File: src/rtl/irp_pkg.sv
// package: constants for the two-wire register readback port
package irp_pkg;
  localparam logic [4:0]  DEV_ADDR_HI    = 5'h13;   // 10011
  localparam logic [6:0]  IDX_RESET      = 7'h00;
  localparam logic [6:0]  IDX_MAX        = 7'h7f;
  localparam logic [6:0]  IDX_WRAP       = 7'h00;
  localparam logic [6:0]  UNDEF_LO       = 7'h10;
  localparam logic [6:0]  UNDEF_HI       = 7'h1f;
  localparam logic [7:0]  UNDEF_DATA     = 8'h00;
  localparam int          SYS_CLK_HZ     = 20000000;
  localparam int          SPIKE_NS       = 50;
  localparam int          SPIKE_WIN_NS   = 600;
  // filter length: cycles covering the widest suppressed spike, plus one, at least one
  localparam int          FILT_CYC_RAW   = (SPIKE_NS * (SYS_CLK_HZ / 1000000) + 999) / 1000 + 1;
  localparam int          FILT_CYC       = (FILT_CYC_RAW < 1) ? 1 : FILT_CYC_RAW;
  localparam logic [3:0]  FILT_CNT_MAX   = 4'(FILT_CYC);
  localparam logic [3:0]  FILT_CNT_RST   = 4'h0;
  localparam logic [3:0]  BIT_CNT_RST    = 4'h0;
  localparam logic [3:0]  BIT_CNT_BYTE   = 4'h8;

  typedef enum logic [2:0] {
    ST_IDLE = 3'b000,
    ST_ADDR = 3'b001,
    ST_AACK = 3'b010,
    ST_WRX  = 3'b011,
    ST_WACK = 3'b100,
    ST_RTX  = 3'b101,
    ST_RACK = 3'b110
  } irp_state_t;
endpackage

File: src/rtl/irp_sync.sv
// two-flop synchroniser for one bus line
module irp_sync
  import irp_pkg::*;
(
  input  wire logic sys_clk_in,
  input  wire logic srst_in,
  input  wire logic async_in,
  output logic      sync_out
);
  logic meta_q;
  logic meta_d;
  logic sync_q;
  logic sync_d;

  always_comb
  begin
    meta_d = async_in;
    sync_d = meta_q;
  end

  always_ff @(posedge sys_clk_in)
  begin
    if (srst_in)
    begin
      meta_q <= 1'b1;
      sync_q <= 1'b1;
    end
    else
    begin
      meta_q <= meta_d;
      sync_q <= sync_d;
    end
  end

  assign sync_out = sync_q;
endmodule

File: src/rtl/irp_filt.sv
// glitch filter: output follows input only after it holds steady
module irp_filt
  import irp_pkg::*;
(
  input  wire logic sys_clk_in,
  input  wire logic srst_in,
  input  wire logic line_in,
  output logic      line_out
);
  logic       out_q;
  logic       out_d;
  logic [3:0] cnt_q;
  logic [3:0] cnt_d;

  always_comb
  begin
    out_d = out_q;
    cnt_d = FILT_CNT_RST;
    if (line_in != out_q)
    begin
      cnt_d = cnt_q + 4'h1;
      if (cnt_q + 4'h1 >= FILT_CNT_MAX)
      begin
        out_d = line_in;
        cnt_d = FILT_CNT_RST;
      end
    end
  end

  always_ff @(posedge sys_clk_in)
  begin
    if (srst_in)
    begin
      out_q <= 1'b1;
      cnt_q <= FILT_CNT_RST;
    end
    else
    begin
      out_q <= out_d;
      cnt_q <= cnt_d;
    end
  end

  assign line_out = out_q;
endmodule

File: src/rtl/irp_port.sv
// two-wire slave: index register, register write and readback
module irp_port
  import irp_pkg::*;
(
  input  wire logic       sys_clk_in,
  input  wire logic       srst_in,
  input  wire logic       scl_in,
  input  wire logic       sda_in,
  output logic            sda_out,
  output logic            sda_oe_out,
  input  wire logic       addr_select_hi_in,
  input  wire logic       addr_select_lo_in,
  input  wire logic [7:0] reg_rdata_in,
  input  wire logic       reg_defined_in,
  output logic [6:0]      reg_index_out,
  output logic [7:0]      reg_wdata_out,
  output logic            reg_wr_out
);
  logic       scl_s;
  logic       sda_s;
  logic       scl_f;
  logic       sda_f;
  logic       asel_hi_s;
  logic       asel_lo_s;
  irp_state_t st_q;
  irp_state_t st_d;
  logic       scl_q;
  logic       sda_q;
  logic [7:0] sh_q;
  logic [7:0] sh_d;
  logic [3:0] bit_q;
  logic [3:0] bit_d;
  logic [6:0] idx_q;
  logic [6:0] idx_d;
  logic       idx_phase_q;
  logic       idx_phase_d;
  logic       rd_q;
  logic       rd_d;
  logic       oe_q;
  logic       oe_d;
  logic       nack_q;
  logic       nack_d;
  logic [7:0] wdata_q;
  logic [7:0] wdata_d;
  logic       wr_q;
  logic       wr_d;
  logic       start_det;
  logic       stop_det;
  logic       scl_rise;
  logic       scl_fall;
  logic       scl_d;
  logic       sda_d;
  logic [6:0] own_addr;
  logic [7:0] rd_byte_w;

  function automatic logic [6:0] idx_inc(input logic [6:0] v);
    idx_inc = (v == IDX_MAX) ? IDX_WRAP : v + 7'h01;
  endfunction

  function automatic logic [7:0] rd_byte(input logic [6:0] v, input logic [7:0] d,
                                         input logic def);
    if (!def && v >= UNDEF_LO && v <= UNDEF_HI)
      rd_byte = UNDEF_DATA;
    else
      rd_byte = d;
  endfunction

  // line and strap synchronisers, then glitch filters
  irp_sync u_sync_scl (.sys_clk_in(sys_clk_in), .srst_in(srst_in), .async_in(scl_in),
                       .sync_out(scl_s));
  irp_sync u_sync_sda (.sys_clk_in(sys_clk_in), .srst_in(srst_in), .async_in(sda_in),
                       .sync_out(sda_s));
  irp_sync u_sync_ahi (.sys_clk_in(sys_clk_in), .srst_in(srst_in),
                       .async_in(addr_select_hi_in), .sync_out(asel_hi_s));
  irp_sync u_sync_alo (.sys_clk_in(sys_clk_in), .srst_in(srst_in),
                       .async_in(addr_select_lo_in), .sync_out(asel_lo_s));
  // spikes up to the suppressed width never reach the protocol logic
  irp_filt u_filt_scl (.sys_clk_in(sys_clk_in), .srst_in(srst_in), .line_in(scl_s),
                       .line_out(scl_f));
  irp_filt u_filt_sda (.sys_clk_in(sys_clk_in), .srst_in(srst_in), .line_in(sda_s),
                       .line_out(sda_f));

  // edge and condition detection on filtered lines
  assign scl_rise  = scl_f & ~scl_q;
  assign scl_fall  = ~scl_f & scl_q;
  assign start_det = scl_f & scl_q & sda_q & ~sda_f;
  assign stop_det  = scl_f & scl_q & ~sda_q & sda_f;
  assign own_addr  = {DEV_ADDR_HI, asel_hi_s, asel_lo_s};
  // byte the read path puts on the line for the current index
  assign rd_byte_w = rd_byte(idx_q, reg_rdata_in, reg_defined_in);

  always_comb
  begin
    st_d        = st_q;
    sh_d        = sh_q;
    bit_d       = bit_q;
    idx_d       = idx_q;
    idx_phase_d = idx_phase_q;
    rd_d        = rd_q;
    oe_d        = oe_q;
    nack_d      = nack_q;
    wdata_d     = wdata_q;
    wr_d        = 1'b0;
    scl_d       = scl_f;
    sda_d       = sda_f;
    if (start_det)
    begin
      st_d  = ST_ADDR;
      bit_d = BIT_CNT_RST;
      oe_d  = 1'b0;
    end
    else if (stop_det)
    begin
      st_d = ST_IDLE;
      oe_d = 1'b0;
    end
    else
    begin
      case (st_q)
        ST_IDLE:
        begin
          oe_d = 1'b0;
        end
        ST_ADDR:
        begin
          if (scl_rise)
          begin
            sh_d  = {sh_q[6:0], sda_f};
            bit_d = bit_q + 4'h1;
          end
          else if (scl_fall && bit_q == BIT_CNT_BYTE)
          begin
            if (sh_q[7:1] == own_addr)
            begin
              st_d        = ST_AACK;
              oe_d        = 1'b1;
              rd_d        = sh_q[0];
              idx_phase_d = ~sh_q[0];
            end
            else
              st_d = ST_IDLE;
          end
        end
        ST_AACK:
        begin
          if (scl_fall)
          begin
            bit_d = BIT_CNT_RST;
            if (rd_q)
            begin
              // index stays put for the first byte after a write
              st_d = ST_RTX;
              sh_d = rd_byte_w;
              oe_d = ~rd_byte_w[7];
            end
            else
            begin
              st_d = ST_WRX;
              oe_d = 1'b0;
            end
          end
        end
        ST_WRX:
        begin
          if (scl_rise)
          begin
            sh_d  = {sh_q[6:0], sda_f};
            bit_d = bit_q + 4'h1;
          end
          else if (scl_fall && bit_q == BIT_CNT_BYTE)
          begin
            st_d = ST_WACK;
            oe_d = 1'b1;
            if (idx_phase_q)
            begin
              // bit 7 of the index byte is ignored
              idx_d = sh_q[6:0];
            end
            else
            begin
              wdata_d = sh_q;
              wr_d    = 1'b1;
            end
          end
        end
        ST_WACK:
        begin
          if (scl_fall)
          begin
            // ack slot over: index byte ends the index phase, a data byte steps the index
            bit_d = BIT_CNT_RST;
            st_d  = ST_WRX;
            oe_d  = 1'b0;
            if (idx_phase_q)
              idx_phase_d = 1'b0;
            else
              idx_d = idx_inc(idx_q);
          end
        end
        ST_RTX:
        begin
          if (scl_fall)
          begin
            bit_d = bit_q + 4'h1;
            if (bit_q == BIT_CNT_BYTE - 4'h1)
            begin
              st_d  = ST_RACK;
              oe_d  = 1'b0;
              idx_d = idx_inc(idx_q);
            end
            else
            begin
              sh_d = {sh_q[6:0], 1'b0};
              oe_d = ~sh_q[6];
            end
          end
        end
        ST_RACK:
        begin
          if (scl_rise)
            nack_d = sda_f; // master NACK ends the read
          else if (scl_fall)
          begin
            bit_d = BIT_CNT_RST;
            if (nack_q)
            begin
              st_d = ST_IDLE;
              oe_d = 1'b0;
            end
            else
            begin
              st_d = ST_RTX;
              sh_d = rd_byte_w;
              oe_d = ~rd_byte_w[7];
            end
          end
        end
        default:
        begin
          st_d = ST_IDLE;
          oe_d = 1'b0;
        end
      endcase
    end
  end

  always_ff @(posedge sys_clk_in)
  begin
    if (srst_in)
    begin
      st_q        <= ST_IDLE;
      scl_q       <= 1'b1;
      sda_q       <= 1'b1;
      sh_q        <= 8'h00;
      bit_q       <= BIT_CNT_RST;
      idx_q       <= IDX_RESET;
      idx_phase_q <= 1'b0;
      rd_q        <= 1'b0;
      oe_q        <= 1'b0;
      nack_q      <= 1'b0;
      wdata_q     <= 8'h00;
      wr_q        <= 1'b0;
    end
    else
    begin
      st_q        <= st_d;
      scl_q       <= scl_d;
      sda_q       <= sda_d;
      sh_q        <= sh_d;
      bit_q       <= bit_d;
      idx_q       <= idx_d;
      idx_phase_q <= idx_phase_d;
      rd_q        <= rd_d;
      oe_q        <= oe_d;
      nack_q      <= nack_d;
      wdata_q     <= wdata_d;
      wr_q        <= wr_d;
    end
  end

  assign sda_out       = 1'b0;
  assign sda_oe_out    = oe_q;
  assign reg_index_out = idx_q;
  assign reg_wdata_out = wdata_q;
  assign reg_wr_out    = wr_q;
endmodule

File: config.mk
export PLATFORM = sky130hd
export DESIGN_NAME = irp_port
export DESIGN_NICKNAME = d
export VERILOG_FILES = /design/src/rtl/irp_pkg.sv /design/src/rtl/irp_sync.sv /design/src/rtl/irp_filt.sv /design/src/rtl/irp_port.sv
export SDC_FILE = /design/constraint.sdc
export NUM_CORES = 1
export LEC_CHECK = 0
export ABC_CLOCK_PERIOD_IN_PS = 1800
export BUFFER_PORTS_ARGS = -buffer_cell sky130_fd_sc_hd__buf_2
export CAP_MARGIN = 30
export CORE_MARGIN = 2
export CORE_UTILIZATION = 40
export DETAILED_ROUTE_END_ITERATION = 8
export HOLD_SLACK_MARGIN = 0.1
export PLACE_DENSITY = 0.62
export SLEW_MARGIN = 20
export SYNTH_ARGS = -nofsm -noshare
export SYNTH_HDL_FRONTEND = slang
export SYNTH_SLANG_ARGS = --single-unit
File: constraint.sdc
create_clock -name sys_clk_in -period 1.8 [get_ports sys_clk_in]
set_input_delay 0.09 -clock sys_clk_in [delete_from_list [all_inputs] [get_ports sys_clk_in]]
set_output_delay 0.09 -clock sys_clk_in [all_outputs]
set_load 0.02 [all_outputs]
### Yosys cells after proc, flatten, opt, wreduce, memory -nomap -nowiden

Cells that the tools add are included.

* register bits: 55
* bits of input ports: 15
* output and inout port bits: 18
* word-level logic and storage cells: 183

* add/sub/neg operators: 4
* magnitude comparators: 4
* equality and inequality tests: 40
* multiplexer cells: 59
* bitwise logic cells: 23
* reduce and logical (&&, ||, !) cells: 28

Operators by type and width (number)
* $mux 8: 9
* $mux 7: 8
* $ne 4x4->1 const B: 10
* $mux 3: 12
* $reduce_and 11->1: 3
* $ne 2x2->1 const B: 16
* $pmux 8 s4: 1
* $pmux 3 s7: 1
* $pmux 7 s3: 1
* $reduce_and 10->1: 2
* $mux 1: 19
* $mux 4: 4
* $not 1->1: 16
* $pmux 4 s4: 1
* $add 4x1->4 const B: 3
* $reduce_and 6->1: 2
* $eq 3x3->1 const B: 3
* $reduce_or 3->1: 3
* $ge 4x2->1 const B: 2
* $reduce_bool 4->1: 2
* $add 7x1->7 const B: 1
* $and 1x1->1: 7
* $eq 7x7->1: 1
* $eq 7x7->1 const B: 1
* 23 further kinds: 30

### Depth between registers and ports, before layout

* depth after elaboration: 9
* mapped depth: 9
* gate-level depth less buffers: 7

### Modules after synthesis

A second synthesis with hierarchy kept.

* cells, all modules: 325
* area, all modules: 2892.8 µm²

By module, submodules not included
* irp_port: instances 1, cells each 269, area an instance 2242.2 µm², sequential area each 740.7 µm²
* irp_filt: instances 2, cells each 20, area an instance 220.2 µm², sequential area each 100.1 µm²
* irp_sync: instances 4, cells each 4, area an instance 52.6 µm², sequential area each 40.0 µm²

### Worst setup path after synthesis

OpenSTA, ideal clock, no wires.

* path type: flip-flop to flip-flop
* start point: register bit_q[0]
* end point: register wdata_q[0] (netlist: reg_wdata_out[0])
* library setup time: 128 ps
* arrival: 1563 ps
* required time: 1672 ps
* path slack: 110 ps
* stages on the path, launching flop included: 10
* path buffers: 2
* period minus slack after synthesis: 1690 ps
* cells stage by stage: dfxtp_1 inv_1 ha_1 and3b_1 and4_1 buf_2 and2_1 buf_4 mux2i_1 nor2_1

* longest elaborated chain between the ends: 3

Ends and longest elaborated chain
* start: declaration: line irp_port.sv:31 `logic [3:0] bit_q;`
* start signal: assignment: line irp_port.sv:270 `bit_q <= bit_d;`
* $eq 4x4->1: line irp_port.sv:170 `else if (scl_fall && bit_q == BIT_CNT_BYTE)`
* $logic_and 1x1->1: line irp_port.sv:170
* $reduce_and 6->1 (no source line)
* end signal: assignment: line irp_port.sv:276 `wdata_q <= wdata_d;`
* end: declaration: line irp_port.sv:43 `logic [7:0] wdata_q;`

Every way passes these cells.
A chain may end at the register's enable or synchronous reset.

### Worst setup path in the final report

* start point: register st_q[0]
* end point: register sh_q[7]

* longest elaborated chain between the ends: 4
* elaborated cells between the ends (all ways): 17
* classes of those cells: eq/ne (13); mux (1); reduce/logical (3)

Ends and longest elaborated chain
* start: declaration: line irp_port.sv:25 `irp_state_t st_q;`
* start signal: assignment: line irp_port.sv:266 `st_q <= st_d;`
* $eq 3x2->1 / $eq 3x1->1 (equally long branches): line irp_port.sv:119 `case (st_q)`
* $reduce_or 2->1 (no source line)
* $ne 2x1->1 (no source line) / $reduce_bool 4->1 (equally long branches)
* $reduce_and 11->1 (no source line)
* end signal: assignment: line irp_port.sv:254 `sh_q <= 8'h00;`
* end signal: assignment: line irp_port.sv:269 `sh_q <= sh_d;`
* end: declaration: line irp_port.sv:29 `logic [7:0] sh_q;`

Parallel ways exist; a longest one is shown, timed or not.

==> results.cfg <==
[hold_path]
hold_depth = 2
min_to = nack_q
hp-class = input pin to flip-flop
min-delay-start = srst_in

[floorplanning]
die_x_um = 90.5
fp.dieH_um = 90.5
ioPinCount = 33
die_area_mm2 = 0.00819
start_util_pct = 41.3
rows = 31
core_mm2 = 0.00725

[sta]
fmax_ghz = 0.558
whs_ps = 158
min_period_ps = 1790
fin_crit_sh_pct = 99.5
finalMaxSlewViolations = 0
timing_hold_violations_final = 0
max-slew-margin-rel_pct = 64.2
setup_slack_ps = 9.02
rsz0062_at_grt = yes
clock_skew_ps = 11.4
setup_viol_count_final = 0
tightest_slew_ps = 531

[routing]
viasPerCell = 5.19
drt_first_pass_iters = 4
drt_iter0_drc = 174
drtAntennaViolNets = 0
drc = 0
wirelength_mm = 7.78
vias = 2698
wire_per_inst_um = 15.0

[critical_path]
r2r-start = st_q[0]
cp_max_fo = 8
worst-r2r-setup-slack_ps = 9
arrival_ps = 2030
worstPathRequired_ps = 2040
reg2regPathDepth = 7
r2r_end = sh_q[7]
worst_setup_path_start_kind = flip-flop
end_kind = flip-flop
path_class = flip-flop to flip-flop

[cells_and_area]
drive_gt1_share_pct = 34.9
area_growth_pct = 31.6
nNetsFinal = 443
diodes = 0
final_util_pct = 54.3

[pwr]
pwr_density_cell_mw_per_mm2 = 547
ir_drop_mv = 0.355
p_leak_nw = 1.59

[status]
status = complete, no violations

[place]
routabilityCongestion = 0.923
dpl.hpwl_mm = 5.77
dp_worst_setup_slack_ps = -24.4
io_buffers = 31

[clock_tree]
root_buffer = clkbuf_8
cts_tree = yes
clk_path_buf_depth = 2
cts.sinks = 55
clk_latency_ps = 320
h-tree-depth = 2
cts_buffers = 5
clk_pin_slew_worst_paths_ps = 110

[synth]
synthesis.area_mm2 = 0.00299
synth_seq_cells = 55
synth_edf_count = 0
yosysUniqueCellTypes = 67
synthArstFlopShare_pct = 0
syn_inst = 333
yosysWarnings = 0
ys_seq_area_share_pct = 36.8
syn_area_per_cell_um2 = 8.99
synth_ff_type = dfxtp_1

[grt]
grt_first_pass_wirelength_mm = 12.6
grt-ovfl-total = 0
grt_max_degree = 27
antenna_found_initial = 0
first_global_vias = 2550
track_usage_pct = 19.0

[flow_run]
maxCapViolCount = 0
-- layer usage --
| metal | GRT usage (%) | share of wire (%) |
|---|---|---|
| met2 | 29.2 | 44 |
| met3 | 2.84 | 4.6 |
| met5 | 0 | 0 |
| met4 | 5.77 | 1.6 |
| met1 | 27.4 | 50 |
-- worst max-delay path, cell delays in order, from the launching register on --
cell and delay, ps:
dfxtp_4 400, buf_6 140, nor3b_2 190, o221ai_2 140
a2111oi_4 430, buf_6 210, nor2_2 40, a311oi_2 160
-- metrics by stage --
step	std cells	power [mW]	instance area, um^2	setup TNS, ps
2_1_floorplan	339	1.35	3020	0
3_3_place_gp	498	1.39	3580	0
3_5_place_dp	498	1.40	3580	-38.2
4_1_cts	516	2.17	3810	0
5_1_grt	520	2.25	3940	-237
6_report	520	2.15	3940	0
-- state kept, by name, indices dropped and copies added, names as in the netlist, 3 cells and up --
name and flops:
bit_q 4, reg_index_out 7, reg_wdata_out 8, sh_q 8, st_q 3, u_filt_scl.cnt_q 4, u_filt_sda.cnt_q 4
-- how the worst max path moves through the flow --
stage / start / endpoint / slack [ps]
global placement: st_q[2] / sh_q[5] / 6
floorplan: bit_q[0] / reg_wdata_out[0] / 110
detailed placement: st_q[0] / sh_q[7] / -20
CTS: st_q[2] / sh_q[5] / 7
global route: st_q[0] / sh_q[4] / -40
finish: st_q[0] / sh_q[7] / 9
-- cells in the mapped netlist, drive strengths merged (3+ instances only) --
library cell / instances / area share, %
a211o: 3 / 0.88
a211oi: 3 / 1.1
a21oi: 14 / 2.3
a311oi: 3 / 1.1
a31oi: 4 / 0.84
and2: 3 / 0.63
and3: 3 / 0.63
and3b: 3 / 0.88
and4: 3 / 0.88
buf: 15 / 3.3
clkbuf: 8 / 1.0
dfxtp: 55 / 37
ha: 8 / 3.3
inv: 18 / 2.3
mux2i: 19 / 6.4
nand2: 22 / 2.8
nand2b: 5 / 1.1
nand3: 11 / 2.0
nand3b: 4 / 1.0
nor2: 28 / 3.6
nor2b: 6 / 1.5
nor3: 6 / 1.0
nor3b: 6 / 2.0
nor4: 6 / 1.3
o211ai: 3 / 0.75
o21ai: 8 / 1.5
o311ai: 5 / 1.7
o31ai: 6 / 1.7
o32ai: 7 / 2.0
or2: 11 / 2.3
xnor2: 7 / 2.0
-- power by group --
| part | switching, mW | internal, mW |
|---|---|---|
| Sequential | 0.0126 | 1.23 |
| Clock | 0.463 | 0.297 |
| Combinational | 0.0732 | 0.0730 |
-- placed cells by master, fill, tap and decap left out, drive strengths merged, types with 11 or more instances in the layout --
cell type    synthesis  layout
mux2i               19      19
nor2                28      28
dlygate4sd3          0      11
inv                 18      20
a21oi               14      14
or2                 11      11
buf                 15      86
dfxtp               55      55
nand2               22      22
nand3               11      11
-- timing repair --
action / in CTS / in global routing
setup endpoints to repair: 10 / 31
hold buffers: 10 / 1
pin swaps: 2 / 12
hold endpoints to repair: 10 / 1
setup buffers: 0 / 3
resized for setup: 7 / 30
-- logic make-up (layout without fill, tap and decap cells) --
family / count (synthesis) / after routing / synth area share, %
other: 1 / 7 / 0.125
xor gates and xnor gates: 8 / 8 / 2.34
and+or+nand+nor: 125 / 125 / 23.7
buffers and inverters: 41 / 123 / 6.61
AOI/OAI and AO/OA: 76 / 76 / 20.8
DFF: 55 / 55 / 36.8
adders and majority gates: 8 / 8 / 3.34
muxes: 19 / 19 / 6.35
-- final cells by class --
cell class	count	area (um^2)
inverters	18	67.6
multi-input cells	243	1820
well taps	99	124
clock inverters	3	31.3
flip-flops and latches	55	1110
repair buffers	97	718
clock buffers	5	68.8
fillers	653	3320
No activity file was read; power rests on OpenSTA's default activity.
